==> src/inc/acs_pkg.sv <==
// Constants, register map and state type for the conversion sequencer.
// Assumes a 32-bit APB slave clocked by core_clk at 125 MHz.
package acs_pkg;
  // ****************************************
  // Register byte offsets
  // ****************************************
  localparam logic [11:0] OFF_CTRL0 = 12'h000;
  localparam logic [11:0] OFF_CTRL1 = 12'h004;
  localparam logic [11:0] OFF_CTRL2 = 12'h008;
  localparam logic [11:0] OFF_RES_HIGH = 12'h00c;
  localparam logic [11:0] OFF_RES_LOW = 12'h010;
  localparam logic [11:0] OFF_FLAGS = 12'h014;
  localparam logic [11:0] OFF_ENABLES = 12'h018;
  localparam logic [11:0] OFF_PRIORITY = 12'h01c;
  localparam logic [11:0] OFF_PORT_A = 12'h020;
  localparam logic [11:0] OFF_PORT_B = 12'h024;
  localparam logic [11:0] OFF_PORT_E = 12'h028;
  localparam logic [11:0] OFF_COMPARE2 = 12'h02c;
  // ****************************************
  // Field positions
  // ****************************************
  localparam int BIT_ENABLE = 0;
  localparam int BIT_START = 1;
  localparam int POS_CHANNEL = 2;
  localparam int POS_CLK_SEL = 0;
  localparam int POS_ACQ = 3;
  localparam int BIT_FORMAT = 7;
  localparam int BIT_FLAG = 6;
  // ****************************************
  // Reset values and timing
  // ****************************************
  localparam logic [3:0] PCFG_ANALOG = 4'h0;
  localparam logic [3:0] PCFG_DIGITAL = 4'h7;
  localparam logic [3:0] CMP_TRIGGER_MODE = 4'hb;
  localparam logic [2:0] ACQ_MANUAL = 3'h0;
  localparam logic [4:0] CONV_BITS = 5'h0d;
  localparam logic [4:0] DISCHARGE_BITS = 5'h01;
  localparam logic [7:0] CYCLE_CLOCKS = 8'h04;
  localparam logic [7:0] WAIT_CYCLES = 8'h02;
  localparam int RC_TAD_NS = 2500;
  localparam int CLK_NS = 8;
  localparam logic [9:0] RC_TAD_CLOCKS = 10'(RC_TAD_NS / CLK_NS);
  typedef enum logic [2:0] {
    ST_IDLE = 3'b000,
    ST_DELAY = 3'b001,
    ST_DISCH = 3'b010,
    ST_ACQ = 3'b011,
    ST_CONV = 3'b100,
    ST_WAIT = 3'b101
  } acs_state_type;
endpackage : acs_pkg

==> src/acs_tick.sv <==
// Programmable tick divider that pulses once every period clocks.
// Assumes period is nonzero and held stable while running.
`timescale 1ns/1ps
module acs_tick (
  // Clock and reset
  input wire logic core_clk,
  input wire logic rst_b,
  // Control
  input wire logic run,
  input wire logic [9:0] period,
  // Tick out
  output logic tick
);
  logic [9:0] count;
  assign tick = run && (count == period - 10'h001);
  always_ff @(posedge core_clk)
  begin
    if (!rst_b || !run || tick)
      count <= 10'h000;
    else
      count <= count + 10'h001;
  end
endmodule : acs_tick

==> src/acs_sar.sv <==
// Successive approximation register fed by a comparator decision.
// Assumes comp_high is valid whenever step is high.
`timescale 1ns/1ps
module acs_sar (
  // Clock and reset
  input wire logic core_clk,
  input wire logic rst_b,
  // Control
  input wire logic clear,
  input wire logic step,
  input wire logic comp_high,
  // Trial and index
  output logic [11:0] trial,
  output logic [3:0] index
);
  logic [11:0] bit_mask;
  assign bit_mask = 12'h800 >> index;
  always_ff @(posedge core_clk)
  begin
    if (!rst_b || clear)
    begin
      trial <= 12'h800;
      index <= 4'h0;
    end
    else if (step && index < 4'hc)
    begin
      trial <= (comp_high ? trial : (trial & ~bit_mask)) | (bit_mask >> 1);
      index <= index + 4'h1;
    end
  end
endmodule : acs_sar

==> src/acs_top.sv <==
// Sequencer of a 12-bit successive approximation converter with APB registers.
// Assumes an external comparator answers comp_high for the current trial word.
// How it works
// - Clock select picks 2,4,8,16,32,64 oscillator periods or the internal RC clock.
// - Acquisition field zero delays conversion start one instruction cycle after start.
// - Port reads return zero on pins configured as analog inputs.
// - The selected channel converts regardless of direction; outputs convert their level.
// - A strap chooses whether port B analog config resets analog or digital.
// - Clearing start during conversion aborts it; result pair keeps old value.
// - After completion or abort wait two instruction cycles, then resume acquisition.
// - A discharge phase precedes every conversion.
// - Acquisition field 010 samples four bit times then converts.
// - Compare mode 1011 trigger with converter enabled sets the start bit.
// - Every special event trigger clears the associated timer counter.
// - With converter disabled the trigger is ignored but still clears the timer.
// - Each conversion takes thirteen conversion bit times.
// - Completion clears start, sets the complete flag and restarts sampling.
// - Nonzero acquisition field samples the programmed 2 to 20 bit times.
// - Acquisition field zero is manual and the reset value.
`timescale 1ns/1ps
module acs_top (
  // Clock and reset
  input wire logic core_clk,
  input wire logic rst_b,
  // APB slave
  input wire logic psel,
  input wire logic penable,
  input wire logic pwrite,
  input wire logic [11:0] paddr,
  input wire logic [31:0] pwdata,
  output logic [31:0] prdata,
  output logic pready,
  output logic pslverr,
  // Straps and trigger
  input wire logic port_b_pins_analog_reset_select,
  input wire logic compare_event,
  // Analog front end
  input wire logic comp_high,
  input wire logic [7:0] pin_a_level,
  input wire logic [7:0] pin_b_level,
  input wire logic [3:0] pin_e_level,
  output logic [11:0] dac_trial,
  output logic [3:0] sample_channel,
  output logic sample_switch,
  output logic discharge,
  // Outputs to the rest of the chip
  output logic trigger_timer_clear,
  output logic irq_high,
  output logic irq_low
);
  // ****************************************
  // Registers
  // ****************************************
  logic converter_enable;
  logic go_bit;
  logic [3:0] channel_select;
  logic [3:0] pin_analog_config;
  logic ref_low_select;
  logic ref_high_select;
  logic [2:0] conv_clock_select;
  logic [2:0] acquisition_time_field;
  logic result_format;
  logic [11:0] result;
  logic conversion_complete_flag;
  logic conversion_complete_irq_enable;
  logic conversion_complete_priority;
  logic [3:0] compare2_mode_field;
  logic strap_done;
  acs_pkg::acs_state_type state;
  acs_pkg::acs_state_type next_state;
  logic [4:0] tad_count;
  logic [7:0] cyc_count;
  // ****************************************
  // APB decode
  // ****************************************
  wire setup_write = psel && !penable && pwrite;
  wire access_write = psel && penable && pwrite;
  wire access_read = psel && penable && !pwrite;
  wire sel_ctrl0 = paddr == acs_pkg::OFF_CTRL0;
  wire sel_ctrl1 = paddr == acs_pkg::OFF_CTRL1;
  wire sel_ctrl2 = paddr == acs_pkg::OFF_CTRL2;
  wire sel_res_high = paddr == acs_pkg::OFF_RES_HIGH;
  wire sel_res_low = paddr == acs_pkg::OFF_RES_LOW;
  wire sel_flags = paddr == acs_pkg::OFF_FLAGS;
  wire sel_enables = paddr == acs_pkg::OFF_ENABLES;
  wire sel_priority = paddr == acs_pkg::OFF_PRIORITY;
  wire sel_port_a = paddr == acs_pkg::OFF_PORT_A;
  wire sel_port_b = paddr == acs_pkg::OFF_PORT_B;
  wire sel_port_e = paddr == acs_pkg::OFF_PORT_E;
  wire sel_cmp2 = paddr == acs_pkg::OFF_COMPARE2;
  wire mapped = sel_ctrl0 | sel_ctrl1 | sel_ctrl2 | sel_res_high | sel_res_low | sel_flags
    | sel_enables | sel_priority | sel_port_a | sel_port_b | sel_port_e | sel_cmp2;
  wire wr_ctrl0 = access_write && sel_ctrl0;
  assign pready = 1'b1;
  assign pslverr = psel && penable && !mapped;
  // ****************************************
  // Timing
  // ****************************************
  wire use_rc = conv_clock_select[1:0] == 2'b11;
  wire [2:0] div_code = {conv_clock_select[1:0], conv_clock_select[2]};
  wire [9:0] tad_period = use_rc ? acs_pkg::RC_TAD_CLOCKS
    : (10'h002 << div_code);
  wire [4:0] acq_bits;
  wire running = state != acs_pkg::ST_IDLE && state != acs_pkg::ST_DELAY
    && state != acs_pkg::ST_WAIT;
  wire tad_tick;
  acs_tick u_tick (
    .core_clk(core_clk),
    .rst_b(rst_b),
    .run(running),
    .period(tad_period),
    .tick(tad_tick)
  );
  // Acquisition lengths in bit times for each field code.
  assign acq_bits = (acquisition_time_field == 3'h1) ? 5'h02 :
    (acquisition_time_field == 3'h2) ? 5'h04 :
    (acquisition_time_field == 3'h3) ? 5'h06 :
    (acquisition_time_field == 3'h4) ? 5'h08 :
    (acquisition_time_field == 3'h5) ? 5'h0c :
    (acquisition_time_field == 3'h6) ? 5'h10 :
    (acquisition_time_field == 3'h7) ? 5'h14 : 5'h00;
  // ****************************************
  // Trigger and start
  // ****************************************
  wire trig_valid = compare_event && compare2_mode_field == acs_pkg::CMP_TRIGGER_MODE;
  wire trig_start = trig_valid && converter_enable;
  assign trigger_timer_clear = trig_valid;
  wire sw_go_set = wr_ctrl0 && pwdata[acs_pkg::BIT_START] && converter_enable;
  wire sw_go_clr = wr_ctrl0 && !pwdata[acs_pkg::BIT_START];
  wire go_rise = !go_bit && (sw_go_set || trig_start);
  wire abort = go_bit && (sw_go_clr || !converter_enable) && (state == acs_pkg::ST_CONV
    || state == acs_pkg::ST_DISCH || state == acs_pkg::ST_ACQ || state == acs_pkg::ST_DELAY);
  // An abort in the last bit time wins, so the result pair is not updated.
  wire conv_done = state == acs_pkg::ST_CONV && tad_tick
    && tad_count == acs_pkg::CONV_BITS - 5'h01 && !abort;
  // ****************************************
  // Sequencer
  // ****************************************
  always_comb
  begin
    next_state = state;
    case (state)
      acs_pkg::ST_IDLE:
        // A start set during the post-conversion wait is held and taken here.
        if (go_rise || go_bit)
          next_state = (acquisition_time_field == acs_pkg::ACQ_MANUAL) ? acs_pkg::ST_DELAY
            : acs_pkg::ST_ACQ;
      acs_pkg::ST_DELAY:
        if (cyc_count == acs_pkg::CYCLE_CLOCKS - 8'h01)
          next_state = acs_pkg::ST_DISCH;
      acs_pkg::ST_ACQ:
        if (tad_tick && tad_count == acq_bits - 5'h01)
          next_state = acs_pkg::ST_DISCH;
      acs_pkg::ST_DISCH:
        if (tad_tick)
          next_state = acs_pkg::ST_CONV;
      acs_pkg::ST_CONV:
        if (conv_done)
          next_state = acs_pkg::ST_WAIT;
      acs_pkg::ST_WAIT:
        if (cyc_count == acs_pkg::WAIT_CYCLES * acs_pkg::CYCLE_CLOCKS - 8'h01)
          next_state = acs_pkg::ST_IDLE;
      default:
        next_state = acs_pkg::ST_IDLE;
    endcase
    if (abort)
      next_state = acs_pkg::ST_WAIT;
  end
  always_ff @(posedge core_clk)
  begin
    if (!rst_b)
      state <= acs_pkg::ST_IDLE;
    else
      state <= next_state;
  end
  always_ff @(posedge core_clk)
  begin
    if (!rst_b || next_state != state)
      tad_count <= 5'h00;
    else if (tad_tick)
      tad_count <= tad_count + 5'h01;
  end
  always_ff @(posedge core_clk)
  begin
    if (!rst_b || next_state != state)
      cyc_count <= 8'h00;
    else
      cyc_count <= cyc_count + 8'h01;
  end
  wire sar_step = state == acs_pkg::ST_CONV && tad_tick && tad_count != 5'h00;
  logic [3:0] sar_index;
  acs_sar u_sar (
    .core_clk(core_clk),
    .rst_b(rst_b),
    .clear(state != acs_pkg::ST_CONV),
    .step(sar_step),
    .comp_high(comp_high),
    .trial(dac_trial),
    .index(sar_index)
  );
  // Sampling runs while the converter is on and the sequencer is idle or acquiring.
  assign sample_switch = converter_enable && (state == acs_pkg::ST_IDLE
    || state == acs_pkg::ST_ACQ);
  assign discharge = state == acs_pkg::ST_DISCH;
  assign sample_channel = channel_select;
  // ****************************************
  // Register writes
  // ****************************************
  always_ff @(posedge core_clk)
  begin
    if (!rst_b)
    begin
      converter_enable <= 1'b0;
      channel_select <= 4'h0;
      go_bit <= 1'b0;
    end
    else
    begin
      if (wr_ctrl0)
      begin
        converter_enable <= pwdata[acs_pkg::BIT_ENABLE];
        channel_select <= pwdata[acs_pkg::POS_CHANNEL +: 4];
      end
      if (go_rise)
        go_bit <= 1'b1;
      else if (conv_done || abort || sw_go_clr)
        go_bit <= 1'b0;
    end
  end
  always_ff @(posedge core_clk)
  begin
    if (!rst_b)
    begin
      conv_clock_select <= 3'h0;
      acquisition_time_field <= acs_pkg::ACQ_MANUAL;
      result_format <= 1'b0;
      ref_low_select <= 1'b0;
      ref_high_select <= 1'b0;
      compare2_mode_field <= 4'h0;
      conversion_complete_irq_enable <= 1'b0;
      conversion_complete_priority <= 1'b1;
    end
    else
    begin
      if (access_write && sel_ctrl2)
      begin
        conv_clock_select <= pwdata[acs_pkg::POS_CLK_SEL +: 3];
        acquisition_time_field <= pwdata[acs_pkg::POS_ACQ +: 3];
        result_format <= pwdata[acs_pkg::BIT_FORMAT];
      end
      if (access_write && sel_ctrl1)
      begin
        ref_low_select <= pwdata[5];
        ref_high_select <= pwdata[4];
      end
      if (access_write && sel_cmp2)
        compare2_mode_field <= pwdata[3:0];
      if (access_write && sel_enables)
        conversion_complete_irq_enable <= pwdata[acs_pkg::BIT_FLAG];
      if (access_write && sel_priority)
        conversion_complete_priority <= pwdata[acs_pkg::BIT_FLAG];
    end
  end
  // The pin configuration reset value follows the strap sampled after release.
  always_ff @(posedge core_clk)
  begin
    if (!rst_b)
    begin
      pin_analog_config <= acs_pkg::PCFG_DIGITAL;
      strap_done <= 1'b0;
    end
    else if (!strap_done)
    begin
      pin_analog_config <= port_b_pins_analog_reset_select ? acs_pkg::PCFG_ANALOG
        : acs_pkg::PCFG_DIGITAL;
      strap_done <= 1'b1;
    end
    else if (access_write && sel_ctrl1)
      pin_analog_config <= pwdata[3:0];
  end
  always_ff @(posedge core_clk)
  begin
    if (!rst_b)
      conversion_complete_flag <= 1'b0;
    else if (conv_done)
      conversion_complete_flag <= 1'b1;
    else if (access_write && sel_flags)
      conversion_complete_flag <= pwdata[acs_pkg::BIT_FLAG];
  end
  wire [11:0] final_word = comp_high ? dac_trial : (dac_trial & 12'hffe);
  wire [15:0] res_just = result_format ? {4'h0, result} : {result, 4'h0};
  always_ff @(posedge core_clk)
  begin
    if (!rst_b)
      result <= 12'h000;
    else if (conv_done)
      result <= final_word;
    else if (access_write && sel_res_high)
      result <= result_format ? {pwdata[3:0], result[7:0]} : {pwdata[7:0], result[3:0]};
    else if (access_write && sel_res_low)
      result <= result_format ? {result[11:8], pwdata[7:0]} : {result[11:4], pwdata[7:4]};
  end
  assign irq_high = conversion_complete_flag && conversion_complete_irq_enable
    && conversion_complete_priority;
  assign irq_low = conversion_complete_flag && conversion_complete_irq_enable
    && !conversion_complete_priority;
  // ****************************************
  // Read mux
  // ****************************************
  // Channels 0-4 on port A, 5-7 on port E, 8-12 on port B; lower codes mean more analog.
  wire [12:0] analog_mask;
  genvar gi;
  generate
    for (gi = 0; gi < 13; gi++)
    begin : g_mask
      assign analog_mask[gi] = 4'(gi) < (4'hf - pin_analog_config);
    end
  endgenerate
  wire [7:0] port_a_view = pin_a_level & ~{2'b00, 1'b0, analog_mask[4:0]};
  wire [7:0] port_b_view = pin_b_level & ~{3'b000, analog_mask[12:8]};
  wire [3:0] port_e_view = pin_e_level & ~{1'b0, analog_mask[7:5]};
  wire [7:0] rd_mux = sel_ctrl0 ? {2'b00, channel_select, go_bit, converter_enable} :
    sel_ctrl1 ? {2'b00, ref_low_select, ref_high_select, pin_analog_config} :
    sel_ctrl2 ? {result_format, 1'b0, acquisition_time_field, conv_clock_select} :
    sel_res_high ? res_just[15:8] :
    sel_res_low ? res_just[7:0] :
    sel_flags ? {1'b0, conversion_complete_flag, 6'h00} :
    sel_enables ? {1'b0, conversion_complete_irq_enable, 6'h00} :
    sel_priority ? {1'b0, conversion_complete_priority, 6'h00} :
    sel_port_a ? port_a_view :
    sel_port_b ? port_b_view :
    sel_port_e ? {4'h0, port_e_view} :
    sel_cmp2 ? {4'h0, compare2_mode_field} : 8'h00;
  always_ff @(posedge core_clk)
  begin
    if (!rst_b)
      prdata <= 32'h0000_0000;
    else if (psel && !penable && !pwrite)
      prdata <= {24'h00_0000, rd_mux};
  end
  // ****************************************
  // Assertions
  // ****************************************
  property p_done_flag;
    @(posedge core_clk) disable iff (!rst_b) conv_done |=> conversion_complete_flag && !go_bit;
  endproperty
  a_done_flag: assert property (p_done_flag) else $error("done did not set flag");
  property p_wait_len;
    @(posedge core_clk) disable iff (!rst_b)
      $rose(state == acs_pkg::ST_WAIT) |-> (state == acs_pkg::ST_WAIT)[*8] ##1
      state == acs_pkg::ST_IDLE;
  endproperty
  a_wait_len: assert property (p_wait_len) else $error("post wait wrong length");
  property p_trig_clear;
    @(posedge core_clk) disable iff (!rst_b)
      compare_event && compare2_mode_field == 4'hb |-> trigger_timer_clear;
  endproperty
  a_trig_clear: assert property (p_trig_clear) else $error("trigger did not clear timer");
  property p_trig_ignored;
    @(posedge core_clk) disable iff (!rst_b)
      !converter_enable && !go_bit |=> !go_bit;
  endproperty
  a_trig_ignored: assert property (p_trig_ignored) else $error("start set while off");
  property p_abort_keep;
    @(posedge core_clk) disable iff (!rst_b)
      abort && !(access_write && (sel_res_high || sel_res_low)) |=> $stable(result);
  endproperty
  a_abort_keep: assert property (p_abort_keep) else $error("abort changed result");
  property p_manual_delay;
    @(posedge core_clk) disable iff (!rst_b)
      state == acs_pkg::ST_IDLE && go_rise && acquisition_time_field == 3'h0 && !abort
      |=> state == acs_pkg::ST_DELAY;
  endproperty
  a_manual_delay: assert property (p_manual_delay) else $error("no start delay");
  property p_disch_before;
    @(posedge core_clk) disable iff (!rst_b)
      $rose(state == acs_pkg::ST_CONV) |-> $past(state) == acs_pkg::ST_DISCH;
  endproperty
  a_disch_before: assert property (p_disch_before) else $error("no discharge");
  property p_conv_len;
    @(posedge core_clk) disable iff (!rst_b)
      conv_done |-> tad_count == 5'h0c && sar_index == 4'hb;
  endproperty
  a_conv_len: assert property (p_conv_len) else $error("conversion not 13 bits");
  property p_irq;
    @(posedge core_clk) disable iff (!rst_b)
      conversion_complete_flag && conversion_complete_irq_enable
      |-> irq_high != irq_low && irq_high == conversion_complete_priority;
  endproperty
  a_irq: assert property (p_irq) else $error("enabled flag gave no request");
endmodule : acs_top

==> config.mk <==
export PLATFORM = sky130hd
export DESIGN_NAME = acs_top
export DESIGN_NICKNAME = d
export VERILOG_FILES = /design/src/inc/acs_pkg.sv /design/src/acs_tick.sv /design/src/acs_sar.sv /design/src/acs_top.sv
export SDC_FILE = /design/constraint.sdc
export NUM_CORES = 1
export LEC_CHECK = 0
export ABC_AREA = 1
export BUFFER_PORTS_ARGS = -buffer_cell sky130_fd_sc_hd__buf_2
export CAP_MARGIN = 15
export CORE_MARGIN = 5
export CORE_UTILIZATION = 46
export CTS_CLUSTER_DIAMETER = 60
export DETAILED_ROUTE_END_ITERATION = 7
export GPL_ROUTABILITY_DRIVEN = 0
export PLACE_DENSITY = 0.72
export SYNTH_ARGS = -nofsm -noshare
export SYNTH_HDL_FRONTEND = slang
export SYNTH_HIERARCHICAL = 1
export SYNTH_SLANG_ARGS = --single-unit
==> constraint.sdc <==
create_clock -name core_clk -period 2.62 [get_ports core_clk]
set_clock_uncertainty 0.1 [all_clocks]
set_input_delay 0.262 -clock core_clk [delete_from_list [all_inputs] [get_ports core_clk]]
set_output_delay 0.262 -clock core_clk [all_outputs]
set_load 0.02 [all_outputs]
==> key figures <==
Detailed routing
  – Number of routed nets with antenna violations: 0
  – Initial DRC Count: 545
  – Met1 Wirelength: 7589 um
  – Final WL: 17010 um
  – Routed len/inst: 14.02 um
  – # DRC: 0
  – Drt pass-1 iters: 6
  – Max Used Layer: met4
  – Met2 routed WL: 7691 um
  – Via count: 6349
  – DR vias/cell: 5.234
  – Routed wl met3: 1429 um

Clock network
  – CTS clk-pin slew, worst paths: 0.07 ns
  – Clock Tree Root: clkbuf_16
  – Clock sinks: 89
  – TritonCTS clock tree: yes
  – TritonCTS Buffers: 9
  – H-tree depth: 3
  – Clock Latency Late Sink: 0.35 ns
  – Longest Clk Path Bufs: 2
  – Hold_buf cts: 0

Worst setup path
  – Arrival time at the worst endpoint: 2.97 ns
  – Crit end category: flop
  – Worst Path Required: 2.77 ns
  – Critical path peak fanout: 7
  – CP Class: flop to flop
  – Crit start category: flop

STA
  – Slew @ Worst Pin: 0.5169 ns
  – Min Tclk post-route: 2.824 ns
  – Final setup fails: 33
  – Final period utilization: 1.078
  – RSZ-0062 raised after global routing: true
  – Final-report max-slew violation count: 0
  – Hold Vio Cnt, Final: 0
  – Max_slew headroom: 0.6549
  – Fmax: 354.1 MHz
  – Setup WS post-layout: -0.2044 ns
  – Hold_ws: 0.09377 ns
  – Setup TNS: -3.303 ns

Global route
  – First-pass GRT wire length: 27230 um
  – Overall Global Routing Usage: 0.2235
  – Number of antenna violations at the first check in global routing: 0
  – Residual overflow from global routing: 0
  – Pin count of the biggest net entering global routing: 20
  – Vias in the first global route: 5701

Synth
  – Seq/Total Area, Yosys: 0.2990
  – Mapped cell area: 5959 um^2
  – Synth warn: 6
  – Synth Area in Adders: 0.02309
  – Largest family of logic cells by synthesized area: simple AND/OR/NAND/NOR gates
  – Synth unique cells: 47
  – Post-synthesis compound-gate area fraction: 0.1541
  – Syn Inst Count: 909
  – Mux cell area share after synthesis: 0
  – #FFs+latches synth: 89
  – Xor and xnor area share after synthesis: 0.03674
  – Post-Synth Simple-Gate Area: 0.3491
  – Mean Syn Cell Area: 6.556 um^2

Finish
  – Reg area: 1785 um^2
  – Fillers: 1230
  – Share of layout cells above drive strength 1: 0.2344
  – Area occupied by multi-input gates: 3695 um^2
  – # nets final: 1120
  – P&R area growth vs syn: 24.33%
  – Design area: 7410 um^2
  – Ant. Diodes: 0

Place
  – Placed instance area: 6744 um^2
  – Dpl hpwl: 12720 um
  – Setup WS pre-CTS: -0.2621 ns
  – Port-buffer cells: 77

Run status
  – Failing checks: setup timing
  – Status: finished with violations

Die
  – Die area: 15330 um^2
  – Die H: 123.8 um
  – Die W: 123.8 um
  – FP Rows: 41
  – IO Pins: 127
  – Initial Utilization: 0.4703
  – Core area: 12670 um^2

Power
  – Clock network power share: 0.485
  – Power Dens Cells: 417.8 nW/um^2
  – Worst vdd ir: 282.4 uV
  – Int Pwr: 2.386 mW
  – Register share of total power: 0.444
  – Sw frac: 0.2294
  – Combinational Power Share: 0.071
  – Psw: 710.0 uW
  – Leak Pwr: 3.265 nW

Job
  – Max Cap Viol: 0

Min path
  – Hold WC Path Type: input pin to flop
-- synth_stat cells (all sizes together) --
cell type | instances | share of area
nor2 | 111 | 0.082
o32ai | 1 | 0.0015
o21a | 1 | 0.0013
o21bai | 1 | 0.0013
clkbuf | 10 | 0.0063
nor4 | 1 | 0.0011
o22ai | 1 | 0.0011
nand3 | 96 | 0.092
nand4 | 21 | 0.022
o211ai | 11 | 0.014
o311ai | 3 | 0.0044
conb | 2 | 0.0013
nand2 | 187 | 0.13
nor3 | 19 | 0.020
xnor2 | 9 | 0.013
a21oi | 59 | 0.050
o221ai | 3 | 0.0044
a211oi | 1 | 0.0013
clkinv | 6 | 0.0038
o31ai | 1 | 0.0013
nand3b | 2 | 0.0025
and2 | 1 | 0.0011
a221oi | 2 | 0.0029
inv | 126 | 0.080
ha | 11 | 0.023
or2 | 1 | 0.0011
xor2 | 16 | 0.024
buf | 35 | 0.047
dfxtp | 89 | 0.30
o21ai | 75 | 0.064
a31oi | 6 | 0.0063
a311oi | 1 | 0.0015
-- path summary, 6_finish.rpt --
kind / start / to / slack (ns) / cells after the start
min reg2reg: cyc_count[0] / cyc_count[0] / 0.35 / 1
max: conv_clock_select[0] / cyc_count[2] / -0.20 / 23
min: comp_high / u_sar/trial[11] / 0.09 / 3
max reg2reg: conv_clock_select[0] / cyc_count[2] / -0.20 / 23
-- through the flow --
step             util  cells  power [mW]
5_1_grt        0.5848   1213       3.203
3_5_place_dp   0.5322   1187       1.610
2_1_floorplan       -    939       1.555
6_report       0.5848   1213       3.096
4_1_cts        0.5758   1211       3.114
3_3_place_gp   0.5322   1187       1.610
-- critical path: stages (launching register included) --
cell and delay (ns):
dfxtp_2 0.33, buf_6 0.12, nor3_4 0.12, inv_2 0.07
ha_4 0.27, nor2_2 0.03, nor2_1 0.08, nand2_1 0.05
nor2_1 0.08, nand3_1 0.07, nor2_1 0.11, nand3_2 0.10
inv_2 0.10, nand2_2 0.05, o21bai_1 0.14, nor2_1 0.08
nand3_1 0.09, a21oi_2 0.17, nand3_2 0.09, nand2_2 0.08
nand2_2 0.07, nand3_4 0.11, buf_12 0.14, nor2_1 0.04
-- cell families (layout without fill, tap and decap cells) --
family | Yosys count | in the layout
adders and majority gates | 11 | 11
DFF | 89 | 89
buffers and inverters | 177 | 276
xor gates and xnor gates | 25 | 25
other | 2 | 32
AOI/OAI and AO/OA | 166 | 166
and+or+nand+nor | 439 | 442
-- registers in the layout, summed over array words and instances (netlist names), 3 cells and up --
signal / flops
acquisition_time_field: 3
pin_analog_config: 4
compare2_mode_field: 4
sample_channel: 4
u_sar/trial: 12
result: 12
u_sar/index: 4
conv_clock_select: 3
prdata: 8
u_tick/count: 10
cyc_count: 8
state: 3
tad_count: 5
-- power groups by stage --
stage               combinational [mW]  clock, mW  sequential (mW)
floorplan                        0.153          0             1.40
global placement                 0.205          0             1.40
detailed placement               0.206          0             1.40
CTS                              0.215       1.53             1.37
global route                     0.243       1.58             1.37
finish                           0.221       1.50             1.37
-- timing repair --
item                                   in CTS  in global routing
pin swaps                                  14                 13
cloned                                      4                  1
setup endpoints to repair                  42                 45
resized for setup                          30                 24
endpoints found under the hold margin       0                  0
setup buffers                               5                  1
-- metal layers --
metal  up-vias  GRT usage
met1      2838     0.3100
li1       3194          -
met2       286     0.3565
met3        31    0.03906
met5         -          0
met4         0    0.06367
-- cells in the final DEF, fill, tap and decap left out, types with 6 or more instances in the layout --
master and n:
nand2_1 170, inv_1 117, dfxtp_1 86, nor2_1 83, nand3_1 78, buf_2 77, a21oi_1 55, o21ai_0 55
buf_4 43, conb_1 32, nor2_2 23, nand4_1 21, xor2_1 16, nand3_2 16, nor3_1 14, o21ai_1 12
o211ai_1 11, nand2_4 10, ha_1 10, clkbuf_16 10, xnor2_1 9, inv_2 8, nand2_2 8, o21ai_2 8
a31oi_1 6
-- cell type report --
class,count,share of cell area
repair buffers,129,0.1162
multi-input cells,676,0.4986
clock inverters,5,0.01402
clock buffers,10,0.03225
inverters,132,0.06890
flip-flops and latches,89,0.2410
well taps,172,0.02904
Note: power is estimated with default switching activity, not from simulation.
